File: config.mk
export PLATFORM = sky130hd
export DESIGN_NAME = mode_word_ctrl
export DESIGN_NICKNAME = d
export VERILOG_FILES = /design/src/rtl/mode_word_pkg.sv /design/src/rtl/mode_word_ctrl.sv /design/src/rtl/mode_word_store.sv
export SDC_FILE = /design/constraint.sdc
export NUM_CORES = 1
export LEC_CHECK = 0
export ABC_AREA = 1
export BUFFER_PORTS_ARGS = -buffer_cell sky130_fd_sc_hd__buf_2
export CAP_MARGIN = 20
export CORE_UTILIZATION = 34
export DETAILED_ROUTE_END_ITERATION = 10
export PLACE_DENSITY_LB_ADDON = 0.08
export RECOVER_POWER = 100
export SETUP_SLACK_MARGIN = 0.5
export SLEW_MARGIN = 30
export SYNTH_ARGS = -nofsm -noshare
export SYNTH_HDL_FRONTEND = slang
export SYNTH_HIERARCHICAL = 1
export SYNTH_SLANG_ARGS = --single-unit
File: constraint.sdc
create_clock -name clock_i -period 6.45 [get_ports clock_i]
set_clock_uncertainty 0.15 [all_clocks]
set_input_delay 0.645 -clock clock_i [delete_from_list [all_inputs] [get_ports clock_i]]
set_output_delay 0.645 -clock clock_i [all_outputs]
set_load 0.005 [all_outputs]
File: src/rtl/mode_word_pkg.sv
package mode_word_pkg;
    localparam int ADDR_BITS = 22;
    localparam logic [2:0] SEL_WORD_THREE = 3'h3;
    localparam logic [2:0] SEL_WORD_FOUR = 3'h4;
    localparam int SEL_MSB = 20;
    localparam int SEL_LSB = 18;
    localparam int F3_STORE_EN = 2;
    localparam int F3_GEAR = 3;
    localparam int F3_PER_DEV = 4;
    localparam int F3_TEMP_EN = 5;
    localparam int F3_FGR_LSB = 6;
    localparam int F3_WCD_LSB = 9;
    localparam int F3_FMT_LSB = 11;
    localparam int F3_PAGE_LSB = 0;
    localparam int F4_MAX_PWR = 1;
    localparam int F4_TCR_RANGE = 2;
    localparam int F4_TCR_EN = 3;
    localparam int F4_VREF_MON = 4;
    localparam int F4_TMP_REPAIR = 5;
    localparam int F4_CMD_DLY_LSB = 6;
    localparam int F4_SR_ABORT = 9;
    localparam int F4_RD_TRAIN = 10;
    localparam int F4_RD_PRE = 11;
    localparam int F4_WR_PRE = 12;
    localparam int F4_PERM_REPAIR = 13;
    localparam logic [21:0] WORD_RESET = 22'h000000;
    localparam int WORD_SLOTS = 8;
    localparam int TEMP_AGE_MS = 32;
    localparam int CLOCK_MHZ = 100;
    localparam int TEMP_AGE_CYCLES = TEMP_AGE_MS * 1000 * CLOCK_MHZ;
    localparam int PAGE_TWO = 2;
    localparam int PERM_AVAIL_BIT = 7;
    localparam int TMP_AVAIL_BIT = 6;
    localparam int TEMP_LSB = 3;
    typedef enum logic [2:0] {
        FMT_SERIAL = 3'h1,
        FMT_PARALLEL = 3'h2,
        FMT_STAGGERED = 3'h4
    } read_format_t;
endpackage

File: src/rtl/mode_word_ctrl.sv
// What this block does
// - A set command writing one to word three bit 2 enters readout store mode.
// - Readout store data is formatted by word three bits 12 and 11.
// - In readout store mode every unmasked read is redirected to an addressed mode word, except page 2 word 0, which returns the status byte.
// - Each mode word is read as an upper or lower half.
// - Reset is accepted in readout store mode and clears all state.
// - Temperature status goes to page 2 word 0 bits 4:3, refreshed within 32 ms.
// - Per-device addressability lets a device ignore masked commands.
// - Device starts half rate; quarter rate waits for a sync pulse.
// - Word four is written when strobes are low and select is 100.
// - Bits 12 and 11 set write and read preamble length.
// - Bits 8:6 set chip-select-to-command delay 0,3,4,5,6,8; 110/111 reserved.
// - Bit 13 enables permanent repair; availability in page 2 word 0 bit 7.
// - Bit 5 enables temporary row repair.
// - Bit 3 enables temperature refresh; bit 2 picks its range.
// - Bit 1 enables maximum power saving.
// - Bit 9 enables self refresh abort; bit 10 read preamble training.
// - Read format 00 serial, 01 parallel, 10 staggered; gear bit 3.
// - Write command delay field bits 10:9 select 4, 5, 6 clocks.
`timescale 1ns/1ps
`default_nettype none
module mode_word_ctrl #(
    parameter int TEMP_AGE_CYCLES = mode_word_pkg::TEMP_AGE_CYCLES,
    parameter logic PERM_REPAIR_AVAIL = 1'b1,
    parameter logic TMP_REPAIR_AVAIL = 1'b1
) (
    input wire logic clock_i,
    input wire logic sys_rst_i,
    input wire logic cmd_valid_i,
    input wire logic ras_n_i,
    input wire logic cas_n_i,
    input wire logic we_n_i,
    input wire logic dev_select_i,
    input wire logic [21:0] addr_i,
    input wire logic read_cmd_i,
    input wire logic sync_pulse_i,
    input wire logic [1:0] temp_sensor_i,
    output logic store_mode_o,
    output logic [2:0] read_format_o,
    output logic [7:0] store_data_o,
    output logic store_data_valid_o,
    output logic quarter_rate_o,
    output logic per_device_o,
    output logic [3:0] write_cmd_delay_o,
    output logic [3:0] cmd_delay_o,
    output logic cmd_delay_reserved_o,
    output logic [1:0] wr_preamble_o,
    output logic [1:0] rd_preamble_o,
    output logic rd_train_o,
    output logic sr_abort_o,
    output logic temporary_row_repair_o,
    output logic permanent_row_repair_o,
    output logic vref_monitor_o,
    output logic tcr_enable_o,
    output logic tcr_extended_o,
    output logic max_power_save_o,
    output logic [21:0] mode_word_four_o
);
    logic [21:0] mode_word_three;
    logic [21:0] mode_word_four;
    logic [1:0] temp_meta;
    logic [1:0] temp_sync;
    logic [1:0] temp_status;
    logic [31:0] temp_age;
    logic gear_pending;
    logic read_pending;
    logic read_upper;
    logic [2:0] read_sel;
    logic [1:0] read_page;
    logic [1:0] read_slot;
    logic [21:0] stored_word;
    logic sync_meta;
    logic sync_seen;

    wire set_cmd = cmd_valid_i && !ras_n_i && !cas_n_i && !we_n_i;
    wire dev_ok = !mode_word_three[mode_word_pkg::F3_PER_DEV] || dev_select_i;
    wire set_accept = set_cmd && dev_ok;
    wire [2:0] set_sel = addr_i[mode_word_pkg::SEL_MSB:mode_word_pkg::SEL_LSB];
    wire write_three = set_accept && set_sel == mode_word_pkg::SEL_WORD_THREE;
    wire write_four = set_accept && set_sel == mode_word_pkg::SEL_WORD_FOUR;
    wire store_on = mode_word_three[mode_word_pkg::F3_STORE_EN];
    wire read_take = read_cmd_i && cmd_valid_i && store_on && dev_ok;
    wire [1:0] fmt_code = mode_word_three[mode_word_pkg::F3_FMT_LSB +: 2];
    wire [1:0] wcd_code = mode_word_three[mode_word_pkg::F3_WCD_LSB +: 2];
    wire [2:0] cd_code = mode_word_four[mode_word_pkg::F4_CMD_DLY_LSB +: 3];
    wire [7:0] page_two_word0 = {PERM_REPAIR_AVAIL, TMP_REPAIR_AVAIL, 1'b0,
        temp_status, 3'h0};
    wire [2:0] rd_sel = read_take ? addr_i[5:3] : read_sel;

    // Full mode word copy, one slot per select code, written on set commands.
    mode_word_store #(
        .WIDTH(22),
        .DEPTH(mode_word_pkg::WORD_SLOTS)
    ) u_store (
        .clock_i(clock_i),
        .sys_rst_i(sys_rst_i),
        .wr_en_i(set_accept),
        .wr_sel_i(set_sel),
        .wr_data_i(addr_i),
        .rd_sel_i(rd_sel),
        .rd_data_o(stored_word)
    );

    function automatic logic [3:0] cmd_delay_clocks(input logic [2:0] code);
        case (code)
            3'h0: cmd_delay_clocks = 4'h0;
            3'h1: cmd_delay_clocks = 4'h3;
            3'h2: cmd_delay_clocks = 4'h4;
            3'h3: cmd_delay_clocks = 4'h5;
            3'h4: cmd_delay_clocks = 4'h6;
            3'h5: cmd_delay_clocks = 4'h8;
            default: cmd_delay_clocks = 4'h0;
        endcase
    endfunction

    function automatic logic [3:0] wcd_clocks(input logic [1:0] code);
        case (code)
            2'h0: wcd_clocks = 4'h4;
            2'h1: wcd_clocks = 4'h5;
            2'h2: wcd_clocks = 4'h6;
            default: wcd_clocks = 4'h0;
        endcase
    endfunction

    // Reset clears every mode word, so initialization must be repeated.
    always_ff @(posedge clock_i) begin
        if (sys_rst_i) begin
            mode_word_three <= mode_word_pkg::WORD_RESET;
            mode_word_four <= mode_word_pkg::WORD_RESET;
        end else begin
            if (write_three) begin
                mode_word_three <= addr_i;
            end
            if (write_four) begin
                mode_word_four <= addr_i;
            end
        end
    end

    // Quarter rate takes effect only once a sync pulse follows the set command.
    always_ff @(posedge clock_i) begin
        if (sys_rst_i) begin
            sync_meta <= 1'b0;
            sync_seen <= 1'b0;
            gear_pending <= 1'b0;
            quarter_rate_o <= 1'b0;
        end else begin
            sync_meta <= sync_pulse_i;
            sync_seen <= sync_meta;
            if (write_three && addr_i[mode_word_pkg::F3_GEAR]) begin
                gear_pending <= 1'b1;
            end else if (gear_pending && sync_seen) begin
                gear_pending <= 1'b0;
            end
            if (write_three && !addr_i[mode_word_pkg::F3_GEAR]) begin
                quarter_rate_o <= 1'b0;
            end else if (gear_pending && sync_seen) begin
                quarter_rate_o <= 1'b1;
            end
        end
    end

    // Temperature status sampled once every TEMP_AGE_CYCLES clocks, the full age limit.
    always_ff @(posedge clock_i) begin
        if (sys_rst_i) begin
            temp_meta <= 2'h0;
            temp_sync <= 2'h0;
            temp_status <= 2'h0;
            temp_age <= 32'h00000000;
        end else begin
            temp_meta <= temp_sensor_i;
            temp_sync <= temp_meta;
            if (!mode_word_three[mode_word_pkg::F3_TEMP_EN]) begin
                temp_age <= 32'h00000000;
            end else if (temp_age >= 32'(TEMP_AGE_CYCLES - 1)) begin
                temp_age <= 32'h00000000;
                temp_status <= temp_sync;
            end else begin
                temp_age <= temp_age + 32'h00000001;
            end
        end
    end

    // Read in store mode: address picks word, half and slot; word three picks page.
    always_ff @(posedge clock_i) begin
        if (sys_rst_i) begin
            read_pending <= 1'b0;
            read_upper <= 1'b0;
            read_sel <= 3'h0;
            read_page <= 2'h0;
            read_slot <= 2'h0;
        end else begin
            read_pending <= read_take;
            if (read_take) begin
                read_sel <= addr_i[5:3];
                read_upper <= addr_i[2];
                read_slot <= addr_i[1:0];
                read_page <= mode_word_three[mode_word_pkg::F3_PAGE_LSB +: 2];
            end
        end
    end

    wire from_page_two = read_page == 2'(mode_word_pkg::PAGE_TWO) && read_slot == 2'h0;
    wire [10:0] half_word = read_upper ? stored_word[21:11] : stored_word[10:0];
    wire [7:0] raw_byte = from_page_two ? page_two_word0 : half_word[7:0];
    wire [7:0] fmt_byte = fmt_code == 2'h0 ? {8{raw_byte[0]}} :
        fmt_code == 2'h2 ? {raw_byte[6:0], raw_byte[7]} : raw_byte;

    always_ff @(posedge clock_i) begin
        if (sys_rst_i) begin
            store_data_o <= 8'h00;
            store_data_valid_o <= 1'b0;
        end else begin
            store_data_valid_o <= read_pending;
            if (read_pending) begin
                store_data_o <= fmt_byte;
            end
        end
    end

    assign store_mode_o = store_on;
    assign read_format_o = fmt_code == 2'h0 ? mode_word_pkg::FMT_SERIAL :
        fmt_code == 2'h1 ? mode_word_pkg::FMT_PARALLEL :
        fmt_code == 2'h2 ? mode_word_pkg::FMT_STAGGERED : 3'h0;
    assign per_device_o = mode_word_three[mode_word_pkg::F3_PER_DEV];
    assign write_cmd_delay_o = wcd_clocks(wcd_code);
    assign cmd_delay_o = cmd_delay_clocks(cd_code);
    assign cmd_delay_reserved_o = cd_code[2] && cd_code[1];
    assign wr_preamble_o = mode_word_four[mode_word_pkg::F4_WR_PRE] ? 2'h2 : 2'h1;
    assign rd_preamble_o = mode_word_four[mode_word_pkg::F4_RD_PRE] ? 2'h2 : 2'h1;
    assign rd_train_o = mode_word_four[mode_word_pkg::F4_RD_TRAIN];
    assign sr_abort_o = mode_word_four[mode_word_pkg::F4_SR_ABORT];
    assign temporary_row_repair_o = mode_word_four[mode_word_pkg::F4_TMP_REPAIR];
    assign permanent_row_repair_o = mode_word_four[mode_word_pkg::F4_PERM_REPAIR]
        && PERM_REPAIR_AVAIL;
    assign vref_monitor_o = mode_word_four[mode_word_pkg::F4_VREF_MON];
    assign tcr_enable_o = mode_word_four[mode_word_pkg::F4_TCR_EN];
    assign tcr_extended_o = mode_word_four[mode_word_pkg::F4_TCR_RANGE];
    assign max_power_save_o = mode_word_four[mode_word_pkg::F4_MAX_PWR];
    assign mode_word_four_o = mode_word_four;

    a_store_enter: assert property (@(posedge clock_i) disable iff (sys_rst_i)
        write_three && addr_i[2] |=> store_mode_o)
        else $error("store mode not entered");
    a_read_answer: assert property (@(posedge clock_i) disable iff (sys_rst_i)
        read_take |-> ##2 store_data_valid_o)
        else $error("redirected read gave no data");
    a_no_read_idle: assert property (@(posedge clock_i) disable iff (sys_rst_i)
        !store_on |=> ##1 !store_data_valid_o)
        else $error("read answered outside store mode");
    a_serial_fmt: assert property (@(posedge clock_i) disable iff (sys_rst_i)
        store_data_valid_o && $past(fmt_code) == 2'h0 |-> store_data_o == {8{store_data_o[0]}})
        else $error("serial byte not uniform");
    a_upper_half: assert property (@(posedge clock_i) disable iff (sys_rst_i)
        store_data_valid_o && $past(fmt_code) == 2'h1 && $past(read_upper)
        && !$past(from_page_two) |-> store_data_o == $past(stored_word[18:11]))
        else $error("upper half byte wrong");
    a_page_two: assert property (@(posedge clock_i) disable iff (sys_rst_i)
        store_data_valid_o && $past(fmt_code) == 2'h1 && $past(from_page_two)
        |-> {store_data_o[7], store_data_o[4:3]} == {PERM_REPAIR_AVAIL, $past(temp_status)})
        else $error("page two word zero wrong");
    a_temp_fresh: assert property (@(posedge clock_i) disable iff (sys_rst_i)
        temp_age < 32'(TEMP_AGE_CYCLES))
        else $error("temperature status too old");
    a_word4_hold: assert property (@(posedge clock_i) disable iff (sys_rst_i)
        !write_four |=> $stable(mode_word_four))
        else $error("word four changed without its write");
    a_word3_hold: assert property (@(posedge clock_i) disable iff (sys_rst_i)
        !write_three |=> $stable(mode_word_three))
        else $error("word three changed without its write");
    a_word4_load: assert property (@(posedge clock_i) disable iff (sys_rst_i)
        write_four |=> mode_word_four_o == $past(addr_i))
        else $error("word four not loaded");
    a_preamble_set: assert property (@(posedge clock_i) disable iff (sys_rst_i)
        write_four |=> wr_preamble_o == ($past(addr_i[mode_word_pkg::F4_WR_PRE]) ? 2'h2 : 2'h1)
        && rd_preamble_o == ($past(addr_i[mode_word_pkg::F4_RD_PRE]) ? 2'h2 : 2'h1))
        else $error("preamble length wrong");
    a_repair_set: assert property (@(posedge clock_i) disable iff (sys_rst_i)
        write_four |=> temporary_row_repair_o == $past(addr_i[mode_word_pkg::F4_TMP_REPAIR])
        && permanent_row_repair_o == ($past(addr_i[mode_word_pkg::F4_PERM_REPAIR])
        && PERM_REPAIR_AVAIL))
        else $error("repair enable wrong");
    a_refresh_set: assert property (@(posedge clock_i) disable iff (sys_rst_i)
        write_four |=> tcr_enable_o == $past(addr_i[mode_word_pkg::F4_TCR_EN])
        && tcr_extended_o == $past(addr_i[mode_word_pkg::F4_TCR_RANGE])
        && max_power_save_o == $past(addr_i[mode_word_pkg::F4_MAX_PWR]))
        else $error("refresh or power flag wrong");
    a_abort_train: assert property (@(posedge clock_i) disable iff (sys_rst_i)
        write_four |=> sr_abort_o == $past(addr_i[mode_word_pkg::F4_SR_ABORT])
        && rd_train_o == $past(addr_i[mode_word_pkg::F4_RD_TRAIN]))
        else $error("abort or training flag wrong");
    a_cmd_delay_map: assert property (@(posedge clock_i) disable iff (sys_rst_i)
        cd_code == 3'h5 |-> cmd_delay_o == 4'h8)
        else $error("delay code 101 not 8 clocks");
    a_cmd_delay_rsv: assert property (@(posedge clock_i) disable iff (sys_rst_i)
        cd_code[2:1] == 2'h3 |-> cmd_delay_reserved_o && cmd_delay_o == 4'h0)
        else $error("reserved delay code not flagged");
    a_wcd_map: assert property (@(posedge clock_i) disable iff (sys_rst_i)
        wcd_code == 2'h2 |-> write_cmd_delay_o == 4'h6)
        else $error("write delay code 10 not 6 clocks");
    a_wcd_rsv: assert property (@(posedge clock_i) disable iff (sys_rst_i)
        wcd_code == 2'h3 |-> write_cmd_delay_o == 4'h0)
        else $error("reserved write delay not zero");
    a_format_map: assert property (@(posedge clock_i) disable iff (sys_rst_i)
        fmt_code == 2'h1 |-> read_format_o == mode_word_pkg::FMT_PARALLEL)
        else $error("parallel format code wrong");
    a_gear_sync: assert property (@(posedge clock_i) disable iff (sys_rst_i)
        $rose(quarter_rate_o) |-> $past(gear_pending) && $past(sync_seen))
        else $error("quarter rate without sync");
    a_quarter_drop: assert property (@(posedge clock_i) disable iff (sys_rst_i)
        write_three && !addr_i[mode_word_pkg::F3_GEAR] |=> !quarter_rate_o)
        else $error("half rate not restored");
    a_half_hold: assert property (@(posedge clock_i) disable iff (sys_rst_i)
        !quarter_rate_o && !gear_pending |=> !quarter_rate_o)
        else $error("quarter rate without request");
    a_mask_dev: assert property (@(posedge clock_i) disable iff (sys_rst_i)
        set_cmd && per_device_o && !dev_select_i |=> $stable(mode_word_four))
        else $error("masked device took command");
    a_word3_mask: assert property (@(posedge clock_i) disable iff (sys_rst_i)
        set_cmd && per_device_o && !dev_select_i |=> $stable(mode_word_three))
        else $error("masked device changed word three");
    a_reset_clear: assert property (@(posedge clock_i)
        sys_rst_i |=> !store_mode_o && !quarter_rate_o)
        else $error("reset did not clear mode");
    c_store_read: cover property (@(posedge clock_i) disable iff (sys_rst_i)
        read_take ##2 store_data_valid_o);
    c_word_four: cover property (@(posedge clock_i) disable iff (sys_rst_i) write_four);
    c_quarter: cover property (@(posedge clock_i) disable iff (sys_rst_i) $rose(quarter_rate_o));
    c_masked_set: cover property (@(posedge clock_i) disable iff (sys_rst_i)
        set_cmd && per_device_o && !dev_select_i);
    c_page_two: cover property (@(posedge clock_i) disable iff (sys_rst_i)
        read_take && mode_word_three[1:0] == 2'h2);
endmodule // mode_word_ctrl
`default_nettype wire

File: src/rtl/mode_word_store.sv
`timescale 1ns/1ps
`default_nettype none
module mode_word_store #(
    parameter int WIDTH = 22,
    parameter int DEPTH = 8
) (
    input wire logic clock_i,
    input wire logic sys_rst_i,
    input wire logic wr_en_i,
    input wire logic [$clog2(DEPTH)-1:0] wr_sel_i,
    input wire logic [WIDTH-1:0] wr_data_i,
    input wire logic [$clog2(DEPTH)-1:0] rd_sel_i,
    output logic [WIDTH-1:0] rd_data_o
);
    localparam int SEL_W = $clog2(DEPTH);
    logic [WIDTH-1:0] mem [DEPTH];
    genvar i;
    // Only the selected slot takes a write; the others hold.
    generate
        for (i = 0; i < DEPTH; i++) begin : g_slot
            always_ff @(posedge clock_i) begin
                if (sys_rst_i) begin
                    mem[i] <= '0;
                end else if (wr_en_i && wr_sel_i == SEL_W'(i)) begin
                    mem[i] <= wr_data_i;
                end
            end
        end
    endgenerate
    always_ff @(posedge clock_i) begin
        if (sys_rst_i) begin
            rd_data_o <= '0;
        end else begin
            rd_data_o <= mem[rd_sel_i];
        end
    end
endmodule // mode_word_store
`default_nettype wire
* Word-level counts from Yosys, hierarchy flattened *
Memory sizes are Yosys's and may differ from the RTL's. A register that Yosys moved wholly into a read port is not among the register bits.
Cells that the tools add are included.

cells by class
  muxes and demuxes = 48
  add/sub/neg operators = 1
  bitwise operators = 9
  reductions and logical operators = 34
  equality and inequality tests = 17
  magnitude comparators = 1

operators with widths
  cell                                                                     count
  22-bit 2-to-1 mux                                                        8
  32-bit by 1-bit adder with 32-bit output, second input constant          1
  32-bit by 22-bit >= comparator with 1-bit output, second input constant  1
  8-bit 2-to-1 mux                                                         4
  1-bit 2-to-1 mux                                                         28
  1-bit logical AND                                                        20
  4-bit case mux with 5 select lines                                       1
  3-bit == test, second input constant                                     6
  3-bit by 2-bit == test with 1-bit output, second input constant          4
  3-bit 2-to-1 mux                                                         4
  3-bit case mux with 3 select lines                                       1
  1-bit bitwise OR                                                         8
  2-bit == test, second input constant                                     3
  3-bit by 1-bit == test with 1-bit output, second input constant          2
  2-bit logical NOT                                                        3
  1-bit logical NOT                                                        5
  2-bit by 1-bit == test with 1-bit output, second input constant          2
  2-bit 2-to-1 mux                                                         2
  3-bit logical NOT                                                        1
  3-bit OR reduction                                                       1
  2-bit AND reduction                                                      1
  2-bit nonzero test                                                       1
  2-bit OR reduction                                                       1
  1-bit logical OR                                                         1
  1-bit inverter                                                           1

word-level totals
  input bits = 33
  output and inout port bits = 58
  memories kept = 1
  bits in writable memories = 176
  logic and storage cells = 128
  register bits after elaboration = 95

memory list
  name         depth  bits a word  read ports  clocked after Yosys merged registers in  write ports  line                   text
  u_store.mem  8      22           1           1                                        8            mode_word_store.sv:16  logic [WIDTH-1:0] mem [DEPTH];

* Logic depth before layout (Yosys ltp) *
  depth after elaboration = 10
  mapped depth = 16
  depth with buffers taken out = 13

* Modules after synthesis *
The synthesis kept the hierarchy.

by module, submodules not included
  module           area an instance (um^2)  instances  cells an instance  seq. area each (um^2)
  mode_word_store  9113.7                   1          1036               5725.5
  mode_word_ctrl   3837.4                   1          507                1821.7

* Worst setup path before layout *
OpenSTA, ideal clock, no wires.

  kind = input -> register
  from = input port dev_select_i
  to = memory u_store.mem[7][0] (enable)
  setup time = 432 ps
  path buffers = 0
  stages = 6
  slack = 3119 ps
  arrival = 2749 ps
  cells stage by stage = inv_1 nand2_1 nand2_1 nor4_4 nand2_1 o21ai_0

RTL lines
  what             line                   text
  start, declared  mode_word_ctrl.sv:33   input wire logic dev_select_i,
  end, declared    mode_word_store.sv:16

* Worst setup path after layout *
  from = register mode_word_three[4]
  to = register u_store.rd_data_o[12] (read register of u_store.mem)

between the ends
  longest elaborated chain between the ends = 4

ends and longest elaborated chain
  what                    line                   text
  start, declared         mode_word_ctrl.sv:59   logic [21:0] mode_word_three;
  start signal, assigned  mode_word_ctrl.sv:128  mode_word_three <= mode_word_pkg::WORD_RESET;
  start signal, assigned  mode_word_ctrl.sv:132  mode_word_three <= addr_i;
  1-bit logical NOT       mode_word_ctrl.sv:76   wire dev_ok = !mode_word_three[mode_word_pkg::F3_PER_DEV] || dev_select_i;
  1-bit logical OR        mode_word_ctrl.sv:76
  1-bit logical AND       mode_word_ctrl.sv:82   wire read_take = read_cmd_i && cmd_valid_i && store_on && dev_ok;
  3-bit 2-to-1 mux        n/a
  net rd_sel[1]           mode_word_ctrl.sv:88   wire [2:0] rd_sel = read_take ? addr_i[5:3] : read_sel;
  end, declared           mode_word_store.sv:13  output logic [WIDTH-1:0] rd_data_o

The timed path passes the listed nets, and every way through them passes these cells.
A chain may end at the register's enable or synchronous reset.

==> flow_summary_export.csv <==
group,metric,value,unit
floorplanning,core,0.03059,sq mm
timing,fin_crit_sh,0.5464,
clock_tree,clk_latency,0.54,ns
floorplanning,dieArea,0.03185,sq mm
clock_tree,clk_pin_slew,0.06,ns
timing,timing.fmax,283.8,MHz
final_layout,register_area,0.005986,sq mm
critical_path,critPathMaxFanout,33,
timing,relSlewSlack,0.06337,
worst_hold_path,worstHoldPathType,"in -> reg",
final_layout,fillers,3254,
final_layout,multi_input_area,0.003342,sq mm
critical_path,setup.worst_path.start_class,"flop",
critical_path,r2r_cells,12,
routing,drt_iter0_markers,540,
timing,period_needed,3.524,ns
timing,worstMarginPinSlew,1.403,ns
power,power.leakage,0.005198,uW
critical_path,end_kind,"flop",
synthesis,syn-cell-area,0.01059,sq mm
critical_path,crit_path_frequent_cell,"inv_1",
clock_tree,hold_buffers,0,
outcome,status,"finished, final reports clean",
final_layout,antennaDiodeCount,0,
global_routing,grt_max_degree,65,
critical_path,cp.depth,12,
placement,post_dp_cell_area,0.01119,sq mm
critical_path,crit_start,"mode_word_three[4]$_SDFFE_PP0N_",
critical_path,regToRegEndpoint,"u_store/rd_data_o[12]$_SDFF_PP0_",
global_routing,grt_pass1_wl,42820,um
critical_path,path_class,"reg -> reg",
critical_path,critPathSlowestCell,"inv_1",
synthesis,ys_warn_count,6,
final_layout,fin_nets,1376,
power,max-vdd-ir-drop,190.2,uV
clock_tree,cts_buffer_depth,3,
critical_path,reg2reg_from,"mode_word_three[4]$_SDFFE_PP0N_",
placement,gp_congestion,0.7343,
global_routing,grt_pass1_vias,7341,
global_routing,track_usage,0.1778,
routing,route.antenna.remaining_nets,0,
placement,portBuffers,89,
power,p_per_area,277.1,mW/mm^2
global_routing,overflow,0,
clock_tree,post-cts-setup-buffer-count,0,
critical_path,reg2reg_slack,2.93,ns
floorplanning,io_pins,91,
global_routing,antenna_found_initial,0,
power,netSwitchingPower,727.4,uW
clock_tree,root_buffer,"clkbuf_16",
critical_path,max_stage_delay,1.08,ns
routing,dr.pass1.iters,5,
floorplanning,dieHeight,178.5,um
routing,drt-total-wl,27910,um
synthesis,synthCells,1285,
synthesis,synth.avg_cell_area,8.238,sq um
run,drv_cap,0,
final_layout,syn2layout_area_growth,12.74,%
critical_path,cp_data_arrival_time,3.83,ns
final_layout,stdcell_area,0.01194,sq mm
critical_path,crit_buf_inv,4,
placement,place_inst,1706,
routing,via_count,7952,
final_layout,drive_gt1_frac,0.07127,
critical_path,crit_path_end,"u_store/rd_data_o[12]$_SDFF_PP0_",
floorplanning,rows,64,
power,pwr-share-clk,0.459,
critical_path,cp.required,6.76,ns
power,internal_power,2580,uW
routing,via_per_inst,4.526,
floorplanning,start_util,0.3461,
power,seqPwrFrac,0.498,
power,combPwrFrac,0.042,
clock_tree,cts_tree,"yes",
final_layout,finalNonFillerCells,1757,
clock_tree,cts_resized,0,
floorplanning,dieWidth,178.5,um
critical_path,cp_cell_sequence,"nand2_1 > nand4_1 > inv_1 > or2_2 > o21ai_0 > inv_1 > buf_4 > inv_1 > nand3_1 > nand3_1 > nand2_1 > nor2_1",
timing,setup_viol_count_final,0,
clock_tree,htreeDepth,1,
routing,drc,0,
clock_tree,cts_sinks,235,
timing,rsz0062_at_grt,"no",
final_layout,final_util,0.3902,
clock_tree,cts_made_buffers,28,
routing,wl_per_cell,15.89,um
timing,tns,0,ns
timing,slew_viol_final,0,
power,swShare,0.2199,
critical_path,path_delay_family,"buffers and inverters",
placement,hpwl,17110,um
timing,hold_violations,0,
[layout make-up]
type,instances,area share
Inverter,212,0.06699
Tap cell,396,0.04151
Clock buffer,46,0.07286
Sequential cell,235,0.5015
Multi-Input combinational cell,768,0.2800
Clock inverter,5,0.002201
Timing Repair Buffer,95,0.03491
[metal layers]
layer | vias to the layer above | global-route usage | share of wire
li1 | 4083 | - | -
met1 | 3709 | 0.2597 | 0.50
met2 | 131 | 0.2779 | 0.44
met3 | 29 | 0.02366 | 0.041
met4 | 0 | 0.03884 | 0.016
met5 | - | 0 | 0
[registers in the layout, summed over array words and instances (netlist names), 2 cells and up]
signal / count
mode_word_three: 9
temp_age: 32
read_slot: 2
u_store/mem: 128
temp_status: 2
temp_meta: 2
read_page: 2
u_store/rd_data_o: 16
store_data_o: 8
temp_sync: 2
mode_word_four_o: 22
read_sel: 3
[metrics by stage]
| stage | power (uW) | setup slack [ns] | hold WS [ns] |
|---|---|---|---|
| after CTS | 3359 | 3.362 | 0.1333 |
| after global routing | 3441 | 2.561 | 0.1432 |
| after detailed placement | 1826 | 3.022 | 0.2532 |
| after floorplan | 1764 | 3.556 | 0.2383 |
| after global placement | 1825 | 2.989 | 0.2528 |
| final | 3308 | 2.926 | 0.1562 |
[cell usage in the layout (no fill, tap or decap), types with 11 or more instances in the layout]
cell,instances
nor2_1,280
nand2_1,242
inv_1,209
edfxtp_1,128
dfxtp_1,107
nand3_1,105
clkbuf_1,64
o21ai_0,45
buf_2,36
clkbuf_16,29
a21oi_1,18
conb_1,11
[how the worst min path moves through the flow]
stage / from / endpoint / slack [ns] / depth (start not counted)
6_report: temp_sensor_i[0] / temp_meta[0]$_SDFF_PP0_ / 0.16 / 3
5_1_grt: sync_pulse_i / sync_meta$_SDFF_PP0_ / 0.14 / 3
4_1_cts: sync_pulse_i / sync_meta$_SDFF_PP0_ / 0.13 / 3
3_5_place_dp: temp_meta[0]$_SDFF_PP0_ / temp_sync[0]$_SDFF_PP0_ / 0.25 / 2
3_3_place_gp: sync_meta$_SDFF_PP0_ / sync_seen$_SDFF_PP0_ / 0.25 / 2
2_1_floorplan: sync_meta$_SDFF_PP0_ / sync_seen$_SDFF_PP0_ / 0.24 / 2
[power groups by stage]
stage | registers, uW | clock network, uW | logic [uW]
2_1_floorplan | 1670 | 0 | 89.3
3_3_place_gp | 1680 | 0 | 145
3_5_place_dp | 1680 | 0 | 146
4_1_cts | 1650 | 1560 | 147
5_1_grt | 1650 | 1630 | 162
6_report | 1650 | 1520 | 140
[worst min-delay path, stage by stage]
cell and delay, ns:
buf_2 0.08, inv_1 0.03, nor2_1 0.06
Note: power is estimated with default switching activity, not from simulation.
